`src/rtl/adc_serial_regs.svh`:
```
`ifndef ADC_SERIAL_REGS_SVH
`define ADC_SERIAL_REGS_SVH

// APB register byte offsets
`define CTRL_OFFSET 12'h000
`define STATUS_OFFSET 12'h004
`define RESULT_OFFSET 12'h008

// CTRL fields and reset value
`define CTRL_DIV_LSB 0
`define CTRL_DIV_MSB 7
`define CTRL_RESET 32'h0000_0003

// STATUS field positions
`define STATUS_CFG_LSB 0
`define STATUS_CFG_MSB 3
`define STATUS_BUSY_BIT 4
`define STATUS_SERIAL_BIT 5
`define STATUS_MODE_LSB 6
`define STATUS_MODE_MSB 7
`define STATUS_COUNT_LSB 8
`define STATUS_COUNT_MSB 12

// Result word and serial framing
`define RESULT_BITS 18
`define CHAIN_DELAY_PERIODS 18
`define SERIAL_MODE 2'h3

`endif

```
`src/rtl/README_dummy_not_used.sv`:
```
`timescale 1ns/1ps
`default_nettype none
`default_nettype wire

```
`src/rtl/adc_serial_pkg.sv`:
```
`include "adc_serial_regs.svh"

package adc_serial_pkg;

	typedef enum logic {ST_IDLE, ST_SHIFT} read_state_t;

	// Shared pin order: bit 0 is the lowest of the four shared pins
	typedef struct packed {
		logic read_timing_or_chain_in;
		logic serial_clock_invert;
		logic frame_sync_polarity;
		logic clock_source_select;
	} serial_cfg_t;

	typedef struct packed {
		logic start;
		logic done;
		logic [`RESULT_BITS-1:0] result;
	} conv_evt_t;

endpackage

```
`src/rtl/adc_serial_port_config.sv`:
```
// Overview of operation
// - Outside serial mode the four shared pins drive result bits six to nine.
// - Serial mode, clock select low: generate the data clock and drive it out.
// - Serial mode, clock select high: serial clock pin is an input, data follows it.
// - Frame sync polarity low: frame sync is active high.
// - Frame sync polarity high: frame sync is active low.
// - Clock invert flips the serial clock sense, sourced or received.
// - External clock: dual-purpose pin is the daisy-chain data input.
// - Chain input level reaches the data output eighteen clock periods after read start.
// - Internal clock: dual-purpose pin selects read timing.
// - Read timing high: shift the previous result out during conversion.
// - Read timing low: shift the result out only after conversion completes.
// - Serial output presents the result most significant bit first.
// - Internal clock: frame sync asserts at read start, held while data is valid.
// - External clock: data changes on one edge, valid on the other; inversion swaps.
//
// Chosen here: the APB register port and the address map.
`timescale 1ns/1ps
`default_nettype none
`include "adc_serial_regs.svh"

module adc_serial_port_config
	import adc_serial_pkg::*;
#(
	parameter int WIDTH = `RESULT_BITS
) (
	input wire logic clk,
	input wire logic reset,
	input wire logic psel,
	input wire logic penable,
	input wire logic pwrite,
	input wire logic [11:0] paddr,
	input wire logic [31:0] pwdata,
	output logic [31:0] prdata,
	output logic pready,
	output logic pslverr,
	input wire logic [1:0] mode_pins,
	input wire conv_evt_t conv,
	input wire logic [3:0] shared_in,
	output logic [3:0] shared_out,
	output logic [3:0] shared_oe,
	input wire logic sclk_in,
	output logic sclk_out,
	output logic sclk_oe,
	output logic serial_result_out,
	output logic frame_sync_out
);

	localparam logic [4:0] LAST_BIT = 5'(WIDTH - 1);

	// Pin synchronisers
	logic [1:0] mode_s1_r, mode_s2_r;
	logic [3:0] shared_s1_r, shared_s2_r;
	logic sclk_s1_r, sclk_s2_r, sclk_s3_r;

	always_ff @(posedge clk) begin
		if (reset) begin
			mode_s1_r <= 2'h0;
			mode_s2_r <= 2'h0;
			shared_s1_r <= 4'h0;
			shared_s2_r <= 4'h0;
		end else begin
			mode_s1_r <= mode_pins;
			mode_s2_r <= mode_s1_r;
			shared_s1_r <= shared_in;
			shared_s2_r <= shared_s1_r;
		end
	end

	always_ff @(posedge clk) begin
		if (reset) begin
			sclk_s1_r <= 1'b0;
			sclk_s2_r <= 1'b0;
			sclk_s3_r <= 1'b0;
		end else begin
			sclk_s1_r <= sclk_in;
			sclk_s2_r <= sclk_s1_r;
			sclk_s3_r <= sclk_s2_r;
		end
	end

	// Configuration decode
	serial_cfg_t cfg;
	wire serial_mode = (mode_s2_r == `SERIAL_MODE);
	assign cfg = serial_cfg_t'(shared_s2_r);
	wire ext_clk = serial_mode && cfg.clock_source_select;
	wire int_clk = serial_mode && !cfg.clock_source_select;
	wire chain_in = cfg.read_timing_or_chain_in;
	wire read_during = cfg.read_timing_or_chain_in;

	// External clock edges; update edge follows the inversion pin
	wire sclk_rise = sclk_s2_r && !sclk_s3_r;
	wire sclk_fall = !sclk_s2_r && sclk_s3_r;
	wire ext_update = ext_clk && (cfg.serial_clock_invert ? sclk_fall : sclk_rise);

	// Registers and conversion result
	logic [31:0] ctrl_r;
	logic [WIDTH-1:0] result_r;
	logic [31:0] prdata_r;
	read_state_t state_r, state_nxt;
	logic [7:0] div_cnt_r;
	logic phase_r;
	logic [4:0] bit_cnt_r;

	always_ff @(posedge clk) begin
		if (reset) begin
			result_r <= '0;
		end else if (conv.done) begin
			result_r <= conv.result;
		end
	end

	// Read start selection for the internal and external clocks
	wire int_start_during = int_clk && read_during && conv.start;
	wire int_start_after = int_clk && !read_during && conv.done;
	wire int_start = (state_r == ST_IDLE) && (int_start_during || int_start_after);
	wire ext_start = ext_clk && conv.done;
	wire shifter_load = int_start || ext_start;
	// Reading during conversion ships the previous result, the new one is not ready yet
	wire [WIDTH-1:0] load_word = int_start_during ? result_r : conv.result;

	// Internal serial clock: divider tick, two ticks per clock period
	wire [7:0] div_val = ctrl_r[`CTRL_DIV_MSB:`CTRL_DIV_LSB];
	wire tick = (div_cnt_r == div_val);
	wire int_fall = (state_r == ST_SHIFT) && tick && phase_r;
	wire last_bit = int_fall && (bit_cnt_r == LAST_BIT);

	always_ff @(posedge clk) begin
		if (reset || state_r == ST_IDLE || tick) begin
			div_cnt_r <= 8'h00;
		end else begin
			div_cnt_r <= div_cnt_r + 8'h01;
		end
	end

	always_comb begin
		state_nxt = state_r;
		unique case (state_r)
			ST_IDLE: begin
				if (int_start) begin
					state_nxt = ST_SHIFT;
				end
			end
			ST_SHIFT: begin
				if (last_bit || !int_clk) begin
					state_nxt = ST_IDLE;
				end
			end
		endcase
	end

	always_ff @(posedge clk) begin
		if (reset) begin
			state_r <= ST_IDLE;
			phase_r <= 1'b0;
			bit_cnt_r <= 5'h00;
		end else begin
			state_r <= state_nxt;
			if (state_nxt == ST_IDLE) begin
				phase_r <= 1'b0;
				bit_cnt_r <= 5'h00;
			end else if (state_r == ST_SHIFT && tick) begin
				phase_r <= !phase_r;
				if (phase_r) begin
					bit_cnt_r <= bit_cnt_r + 5'h01;
				end
			end
		end
	end

	// Chained bits enter at the bottom and surface after a full word of shifts
	wire shifter_shift = ext_clk ? ext_update : int_fall;
	wire shifter_in = ext_clk && chain_in;

	result_shifter #(
		.WIDTH(WIDTH)
	) u_shifter (
		.clk(clk),
		.reset(reset),
		.load(shifter_load),
		.load_data(load_word),
		.shift(shifter_shift),
		.shift_in(shifter_in),
		.msb(serial_result_out),
		.lsb()
	);

	// Pin drive
	wire frame_active = int_clk && (state_r == ST_SHIFT);
	assign frame_sync_out = frame_active ^ cfg.frame_sync_polarity;
	assign sclk_out = phase_r ^ cfg.serial_clock_invert;
	assign sclk_oe = int_clk;
	assign shared_out = result_r[9:6];
	assign shared_oe = {4{!serial_mode}};

	// APB slave, zero wait states
	wire hit_ctrl = (paddr == `CTRL_OFFSET);
	wire hit_status = (paddr == `STATUS_OFFSET);
	wire hit_result = (paddr == `RESULT_OFFSET);
	wire hit_any = hit_ctrl || hit_status || hit_result;
	wire apb_write = psel && penable && pwrite && hit_ctrl;
	logic [31:0] status_word;
	logic [31:0] rd_mux;

	always_comb begin
		status_word = 32'h0000_0000;
		status_word[`STATUS_CFG_MSB:`STATUS_CFG_LSB] = shared_s2_r;
		status_word[`STATUS_BUSY_BIT] = (state_r == ST_SHIFT);
		status_word[`STATUS_SERIAL_BIT] = serial_mode;
		status_word[`STATUS_MODE_MSB:`STATUS_MODE_LSB] = mode_s2_r;
		status_word[`STATUS_COUNT_MSB:`STATUS_COUNT_LSB] = bit_cnt_r;
	end

	assign rd_mux = hit_ctrl ? ctrl_r :
		hit_status ? status_word :
		hit_result ? 32'(result_r) : 32'h0000_0000;

	always_ff @(posedge clk) begin
		if (reset) begin
			ctrl_r <= `CTRL_RESET;
		end else if (apb_write) begin
			ctrl_r <= {24'h000000, pwdata[`CTRL_DIV_MSB:`CTRL_DIV_LSB]};
		end
	end

	// Read data is captured in the setup phase so it is stable for the whole access
	always_ff @(posedge clk) begin
		if (reset) begin
			prdata_r <= 32'h0000_0000;
		end else if (psel && !penable) begin
			prdata_r <= rd_mux;
		end
	end

	assign prdata = prdata_r;
	assign pready = 1'b1;
	assign pslverr = psel && penable && !hit_any;
endmodule // adc_serial_port_config

`default_nettype wire

```
`src/rtl/result_shifter.sv`:
```
`timescale 1ns/1ps
`default_nettype none

module result_shifter #(
	parameter int WIDTH = 18
) (
	input wire logic clk,
	input wire logic reset,
	input wire logic load,
	input wire logic [WIDTH-1:0] load_data,
	input wire logic shift,
	input wire logic shift_in,
	output logic msb,
	output logic lsb
);

	logic [WIDTH-1:0] shreg_r;

	// Load wins over shift so a new frame never starts one bit late
	always_ff @(posedge clk) begin
		if (reset) begin
			shreg_r <= '0;
		end else if (load) begin
			shreg_r <= load_data;
		end else if (shift) begin
			shreg_r <= {shreg_r[WIDTH-2:0], shift_in};
		end
	end

	assign msb = shreg_r[WIDTH-1];
	assign lsb = shreg_r[0];

endmodule // result_shifter

`default_nettype wire

```
`config.mk`:
```
export PLATFORM = sky130hd
export DESIGN_NAME = adc_serial_port_config
export DESIGN_NICKNAME = d
export VERILOG_FILES = /design/src/rtl/README_dummy_not_used.sv /design/src/rtl/adc_serial_pkg.sv /design/src/rtl/adc_serial_port_config.sv /design/src/rtl/result_shifter.sv
export VERILOG_INCLUDE_DIRS = /design/src /design/src/rtl
export SDC_FILE = /design/constraint.sdc
export NUM_CORES = 1
export LEC_CHECK = 0
export BUFFER_PORTS_ARGS = -buffer_cell sky130_fd_sc_hd__buf_2
export CAP_MARGIN = 20
export CORE_AREA = 2 2 118 91
export DETAILED_ROUTE_END_ITERATION = 12
export DIE_AREA = 0 0 120 93
export PLACE_DENSITY = 0.64
export SYNTH_ARGS = -nofsm -noshare
export SYNTH_HDL_FRONTEND = slang
export SYNTH_SLANG_ARGS = --single-unit
export TNS_END_PERCENT = 50
```
`constraint.sdc`:
```
create_clock -name clk -period 2.45 [get_ports clk]
set_input_delay 0.3675 -clock clk [delete_from_list [all_inputs] [get_ports clk]]
set_output_delay 0.3675 -clock clk [all_outputs]
set_load 0.03 [all_outputs]
```
==> metrics.md, run 1 <==
| Metric | Value |
|---|---|
| Post-Layout Cell Count | `between 600 and 700` |
| Synth Cell Area | `about 0.0042 mm^2` |
| Number of flops mapped to enable cells by yosys | `0` |
| Hpwl dp | `~7500 um` |
| Drt initial violations | `226` |
| Port bufs | `82` |
| Synth-to-layout area growth | `16.3%` |
| Remaining DRCs | `0` |
| First-pass DRT Iterations | `4` |
| Clock Skews | `slightly above 6 ps` |
| CP startpoint kind | `flop` |
| WHS Path Cells | `2` |
| CP Data Arrival Time | `~2400 ps` |
| Synth cell types | `37` |
| Layout cells sized above 1 | `0.198` |
| Reg2Reg Depth | `7` |
| Clock Pin Slew Worst Setup and Hold Paths | `about 60 ps` |
| TritonCTS clock tree | `done` |
| Routed via count | `around 3600` |
| Inserted Diodes | `0` |
| Setup violations, final | `0` |
| Worst Tran Pin Value | `514 ps` |
| Most frequent cells in the layout | `dfxtp_1, buf_2, nor2_1` |
| Post CTS Setup Buffer Count | `0` |
| Io pins | `122` |
| RePlAce Congestion | `approximately 0.79` |
| Syn Area/Cell | `8.77 um^2` |
| Power Dens Cells | `601 mW/mm^2` |
| Fill cells | `just under 1000` |
| Worst vdd ir | `between 0.3 and 0.4 mV` |
| Total of max-cap violations | `0` |
| Number of global-route vias before repair | `roughly 3400` |
| Initial antenna violation count | `0` |
| First-pass GRT wire length | `16300 um` |
| Hold Crit Class | `input port to flop` |
| Largest net degree at the start of global routing | `37` |
| Reg-to-reg endpoint | `u_shifter.shreg_r[9]$_SDFFE_PP0P_` |
| Worst Min Path Start | `pwdata[0]` |
| WL per Instance | `roughly 15 um` |
| R2R setup slack | `around 270 ps` |
| Asr flop ratio synth | `0` |
| Core area | `roughly 0.010 mm^2` |
| Post_cts resized | `0` |
| Leak | `just under 2 nW` |
| Height of the die | `between 90 and 100 um` |
| Fin crit share | `0.890` |
| Most used DFF post-synth | `dfxtp_1` |
| Post-synthesis adder-cell area fraction | `0.00888` |
| Inst Count DP | `~680` |
| Upper clock frequency limit | `0.459 GHz` |
| Clock Sink Count | `92` |
| Crit-path max FO | `18` |
| Final Util | `0.490` |
| Fin crit period | `around 2200 ps` |
| Nets@finish | `around 630` |
| Root buffer cell | `clkbuf_16` |
| Clk_lat worst skew | `340 ps` |
| Post-synthesis register bit count | `between 90 and 100` |
| Vias per cell | `approximately 5.2` |
| Worst Hold End | `ctrl_r[0]$_SDFFE_PP1P_` |
| Final Max Slew Viols | `0` |
| Synth Area in XOR/XNOR | `0.0352` |
| Worst endpoint required time | `about 2700 ps` |
| FP Rows | `32` |
| Commonest non-fill, non-tap cell in the layout | `dfxtp_1` |
| Synth Area in Simple Gates | `0.187` |
| Slew HR | `0.657` |
| Post-synthesis sequential area ratio | `0.436` |
| # hold bufs at CTS | `0` |
| Num CTS Buffers | `9` |
| Initial Utilization | `0.421` |
| Syn. warnings | `0` |
| Worst setup EP type | `flop` |
| Critical path class | `flop to flop` |
| CTS H-tree lvls | `3` |
| Total Wirelength | `just over 10000 um` |
| Die Area | `between 0.01 and 0.015 mm^2` |
| Complex-gate fraction of the synthesized area | `0.151` |
| Post-synthesis mux area share | `0.0876` |
| Outcome | `finished clean` |
| Clock buffer depth | `2` |
| Total grt overflow | `0` |
| Total track usage | `0.186` |
| Reg2reg start | `div_cnt_r[0]$_SDFF_PP0_` |
| Final Hold Vio Count | `0` |
| Cell count after synthesis | `between 400 and 500` |
| Routed Antenna Nets | `0` |
| DIE WIDTH | `~120 um` |
| Largest family of logic cells by synthesized area | `simple AND/OR/NAND/NOR gates` |
| RSZ-0062 raised after global routing | `no` |
| Setup tns final | `0 ps` |
[area by class of cell]
class	instances	area (um^2)	area share
Inverter	25	93.8	0.0191
Clock buffer	13	240	0.0488
Multi-Input combinational cell	329	2050	0.416
Timing Repair Buffer	96	528	0.107
Sequential cell	92	1840	0.374
Tap cell	136	170	0.0346
[layer usage]
| metal | wire (um) | vias to the layer above | share of wire | GRT usage |
|---|---|---|---|---|
| li1 | - | 1774 | - | - |
| met1 | 4810 | 1694 | 0.47 | 0.242 |
| met2 | 4720 | 107 | 0.46 | 0.304 |
| met3 | 523 | 12 | 0.051 | 0.0439 |
| met4 | 147 | 0 | 0.014 | 0.0618 |
| met5 | 0 | - | 0 | 0 |
[worst max-delay path: stages (launching register included)]
cell	delay [ps]
dfxtp_1	430
xor2_1	100
nor4_1	270
buf_4	190
nand4_1	370
a21oi_2	310
buf_12	210
mux2i_1	220
[how the worst max path moves through the flow]
stage,startpoint,endpoint,cells after the start
global route,div_cnt_r[3]$_SDFF_PP0_,u_shifter.shreg_r[9]$_SDFFE_PP0P_,6
detailed placement,ctrl_r[7]$_SDFFE_PP0P_,u_shifter.shreg_r[9]$_SDFFE_PP0P_,7
floorplan,mode_s2_r[0]$_SDFF_PP0_,frame_sync_out,6
CTS,div_cnt_r[0]$_SDFF_PP0_,u_shifter.shreg_r[9]$_SDFFE_PP0P_,7
global placement,ctrl_r[7]$_SDFFE_PP0P_,bit_cnt_r[2]$_SDFFE_PP0P_,6
finish,div_cnt_r[0]$_SDFF_PP0_,u_shifter.shreg_r[9]$_SDFFE_PP0P_,7
[flip-flops by register name, indices dropped and copies added, names as in the netlist, 2 cells and up]
register	count
prdata	18
result_r	18
u_shifter.shreg_r	18
ctrl_r	8
div_cnt_r	8
bit_cnt_r	5
cfg	4
shared_s1_r	4
mode_s1_r	2
mode_s2_r	2
[power breakdown]
group / switching (mW) / total, mW / internal [mW]
clock: 0.518 / 1.19 / 0.672
combinational: 0.139 / 0.218 / 0.0796
sequential: 0.0250 / 1.55 / 1.53
[synth_stat cells, drive strengths merged (3+ instances only)]
master | instances | area share
o22ai | 25 | 0.037
buf | 34 | 0.058
nand3 | 17 | 0.020
nand2b | 20 | 0.030
nor4 | 4 | 0.0059
nor2 | 46 | 0.041
a211o | 22 | 0.046
xor2 | 15 | 0.031
inv | 25 | 0.022
nor2b | 18 | 0.027
nand2 | 29 | 0.026
ha | 3 | 0.0089
dfxtp | 92 | 0.44
mux2i | 37 | 0.088
clkbuf | 15 | 0.013
o21ai | 16 | 0.019
or3 | 12 | 0.018
a22oi | 6 | 0.011
a21oi | 26 | 0.031
[kinds of logic after synthesis]
logic type,Yosys count
buffers and inverters,74
AND/OR/NAND/NOR,158
other,2
flip-flops,92
multiplexers,37
AO/OA/AOI/OAI,99
XOR/XNOR,17
adder cells (fa/ha/maj),3
[stage by stage]
stage	power (mW)	setup slack [ps]	cell area, um^2	hold WS (ps)
floorplan	1.73	306	4280	414
global placement	1.80	379	4680	425
detailed placement	1.80	280	4680	424
CTS	2.99	275	4920	222
global route	3.06	75.5	4920	227
finish	2.96	270	4920	234
(Power assumes the default switching activity.)
==> inputs of run 2 (changes only) <==
==> constraint.sdc (replaced) <==
create_clock -name clk -period 2.45 [get_ports clk]
set_input_delay 0.3675 -clock clk [delete_from_list [all_inputs] [get_ports clk]]
set_output_delay 0.3675 -clock clk [all_outputs]
set_load 0.02 [all_outputs]
==> run 2 against run 1 <==
Compared with the run above: clock skew increased by 0.73 ps; sequential power is essentially flat; design area increased by 0.86%; register-to-register slack improved by 30 ps; flip-flop and latch count did not move; die area is the same; critical path depth stayed put; worst setup slack improved by 33 ps; non-clock buffer count is the same; combinational power decreased by 8%; clock power up 10%; fmax up 1.5%; critical path type unchanged; critical endpoint is now u_shifter.shreg_r[14]$_SDFFE_PP0P_.
==> metrics.md, run 2 (synthesis results as in run 1) <==
| Metric | Value |
|---|---|
| Outcome | `finished clean` |
| Critical path class | `flop to flop` |
| Core area | `between 0.01 and 0.015 mm^2` |
| Reg area | `~0.0018 mm^2` |
| Total grt overflow | `0` |
| Leak | `roughly 2 nW` |
| Clock Sink Count | `slightly above 90` |
| Area occupied by multi-input gates | `just over 0.002 mm^2` |
| Setup tns final | `0 ps` |
| Commonest non-fill, non-tap cell in the layout | `dfxtp_1` |
| Routed Antenna Nets | `0` |
| First-pass GRT wire length | `around 16000 um` |
| Root buffer cell | `clkbuf_16` |
| Fin crit period | `approximately 2100 ps` |
| Slowest stage delay, CP | `roughly 350 ps` |
| Clock Pin Slew Worst Setup and Hold Paths | `approximately 60 ps` |
| Fill cells | `between 900 and 1000` |
| CP startpoint kind | `flop` |
| RePlAce Congestion | `slightly below 0.8` |
| Power Dens Cells | `slightly above 600 mW/mm^2` |
| Met2 Use GR | `0.285` |
| Total track usage | `0.183` |
| Post_cts resized | `0` |
| Dpl ws | `315 ps` |
| Nets@finish | `between 600 and 700` |
| R2R setup slack | `a little over 300 ps` |
| Remaining DRCs | `0` |
| Worst endpoint required time | `between 2000 and 3000 ps` |
| CP endpoint | `u_shifter.shreg_r[14]$_SDFFE_PP0P_` |
| Most frequent cells in the layout | `dfxtp_1, buf_2, nor2_1` |
| Reg2reg start | `ctrl_r[7]$_SDFFE_PP0P_` |
| Num CTS Buffers | `9` |
| Post CTS Setup Buffer Count | `0` |
| Height of the die | `roughly 93 um` |
| Final worst slack | `around 300 ps` |
| Hpwl dp | `between 7000 and 8000 um` |
| Worst Setup SP | `ctrl_r[7]$_SDFFE_PP0P_` |
| First-pass DRT Iterations | `4` |
| Layout cells sized above 1 | `0.204` |
| M1 GR Usage | `0.244` |
| Worst vdd ir | `approximately 0.34 mV` |
| Final Hold Vio Count | `0` |
| Met3 usage | `0.0512` |
| CTS H-tree lvls | `3` |
| RSZ-0062 raised after global routing | `no` |
| Setup violations, final | `0` |
| Busiest grt layer | `met2` |
| Inserted Diodes | `0` |
| Final Max Slew Viols | `0` |
| Largest net degree at the start of global routing | `37` |
| Reg-to-reg endpoint | `u_shifter.shreg_r[14]$_SDFFE_PP0P_` |
| Die Area | `~0.011 mm^2` |
| CP Data Arrival Time | `roughly 2400 ps` |
| Clk_lat worst skew | `~350 ps` |
| Clock Skews | `between 6 and 7 ps` |
| Total power | `3.06 mW` |
| TritonCTS clock tree | `done` |
| Drt initial violations | `about 230` |
| Total Wirelength | `roughly 10000 um` |
| Number of global-route vias before repair | `around 3200` |
| WL per Instance | `approximately 14 um` |
| Upper clock frequency limit | `between 0.4 and 0.5 GHz` |
| Worst setup EP type | `flop` |
| Port bufs | `82` |
| Initial antenna violation count | `0` |
| Vias per cell | `5.04` |
| Synth-to-layout area growth | `17.3%` |
| # hold bufs at CTS | `0` |
| DIE WIDTH | `~120 um` |
| Crit-path max FO | `18` |
| Initial Utilization | `0.421` |
| Fin crit share | `0.876` |
| Io pins | `122` |
| Reg2Reg Depth | `7` |
| Clock buffer depth | `2` |
| FP Rows | `32` |
| CP cell instances | `xor2_1 -> nor4_1 -> buf_4 -> nand4_1 -> a21oi_2 -> buf_12 -> mux2i_1` |
| CP max-delay cell | `nand4_1` |
| Hold Crit Class | `input port to flop` |
| Total of max-cap violations | `0` |
| Routed via count | `3495` |
==> run 2: cell count changes in the layout (fill, tap and decap cells not counted), sizes merged <==
| cell | before | now |
|---|---|---|
| clkbuf | 13 | 15 |
| clkinv | 0 | 1 |
==> run 2: stage by stage <==
step                      utilization  area (um^2)  hold slack [ps]  std cells
after floorplan                     -         4280              414        495
final                           0.494         4960              225        694
after CTS                       0.494         4960              219        694
after global placement          0.466         4680              426        678
after detailed placement        0.466         4680              420        678
after global routing            0.494         4960              214        694
==> run 2: power breakdown <==
part	internal, mW	switching (mW)
clock network	0.770	0.544
logic	0.0795	0.122
registers	1.52	0.0248
total	2.37	0.690
==> run 2: how the worst min path moves through the flow <==
stage / to / slack [ps] / start / cells after the start
6_report: ctrl_r[1]$_SDFFE_PP1P_ / 220 / pwdata[1] / 2
5_1_grt: ctrl_r[1]$_SDFFE_PP1P_ / 210 / pwdata[1] / 2
4_1_cts: ctrl_r[1]$_SDFFE_PP1P_ / 220 / pwdata[1] / 2
3_5_place_dp: cfg[1]$_SDFF_PP0_ / 420 / shared_s1_r[1]$_SDFF_PP0_ / 1
3_3_place_gp: mode_s2_r[1]$_SDFF_PP0_ / 430 / mode_s1_r[1]$_SDFF_PP0_ / 1
2_1_floorplan: cfg[0]$_SDFF_PP0_ / 410 / shared_s1_r[0]$_SDFF_PP0_ / 1
==> run 2: cell type report <==
type / instances / area share
clock buffers: 15 / 0.0560
clock inverters: 1 / 0.00101
inverters: 25 / 0.0189
multi-input cells: 329 / 0.412
flip-flops and latches: 92 / 0.371
well taps: 136 / 0.0343
repair buffers: 96 / 0.106
==> run 2: metal layers <==
metal	vias up	wire length, um
li1	1769	-
met1	1632	4740
met2	87	4620
met3	7	540
met4	0	109
met5	-	0
==> run 2: worst max-delay path, delay by kind of cell, from the launching register on <==
family	cells	cell delay, ps
AO/OA/AOI/OAI	1	300
buffers and inverters	2	380
AND/OR/NAND/NOR	2	670
multiplexers	1	210
flip-flops	1	330
XOR/XNOR	1	160
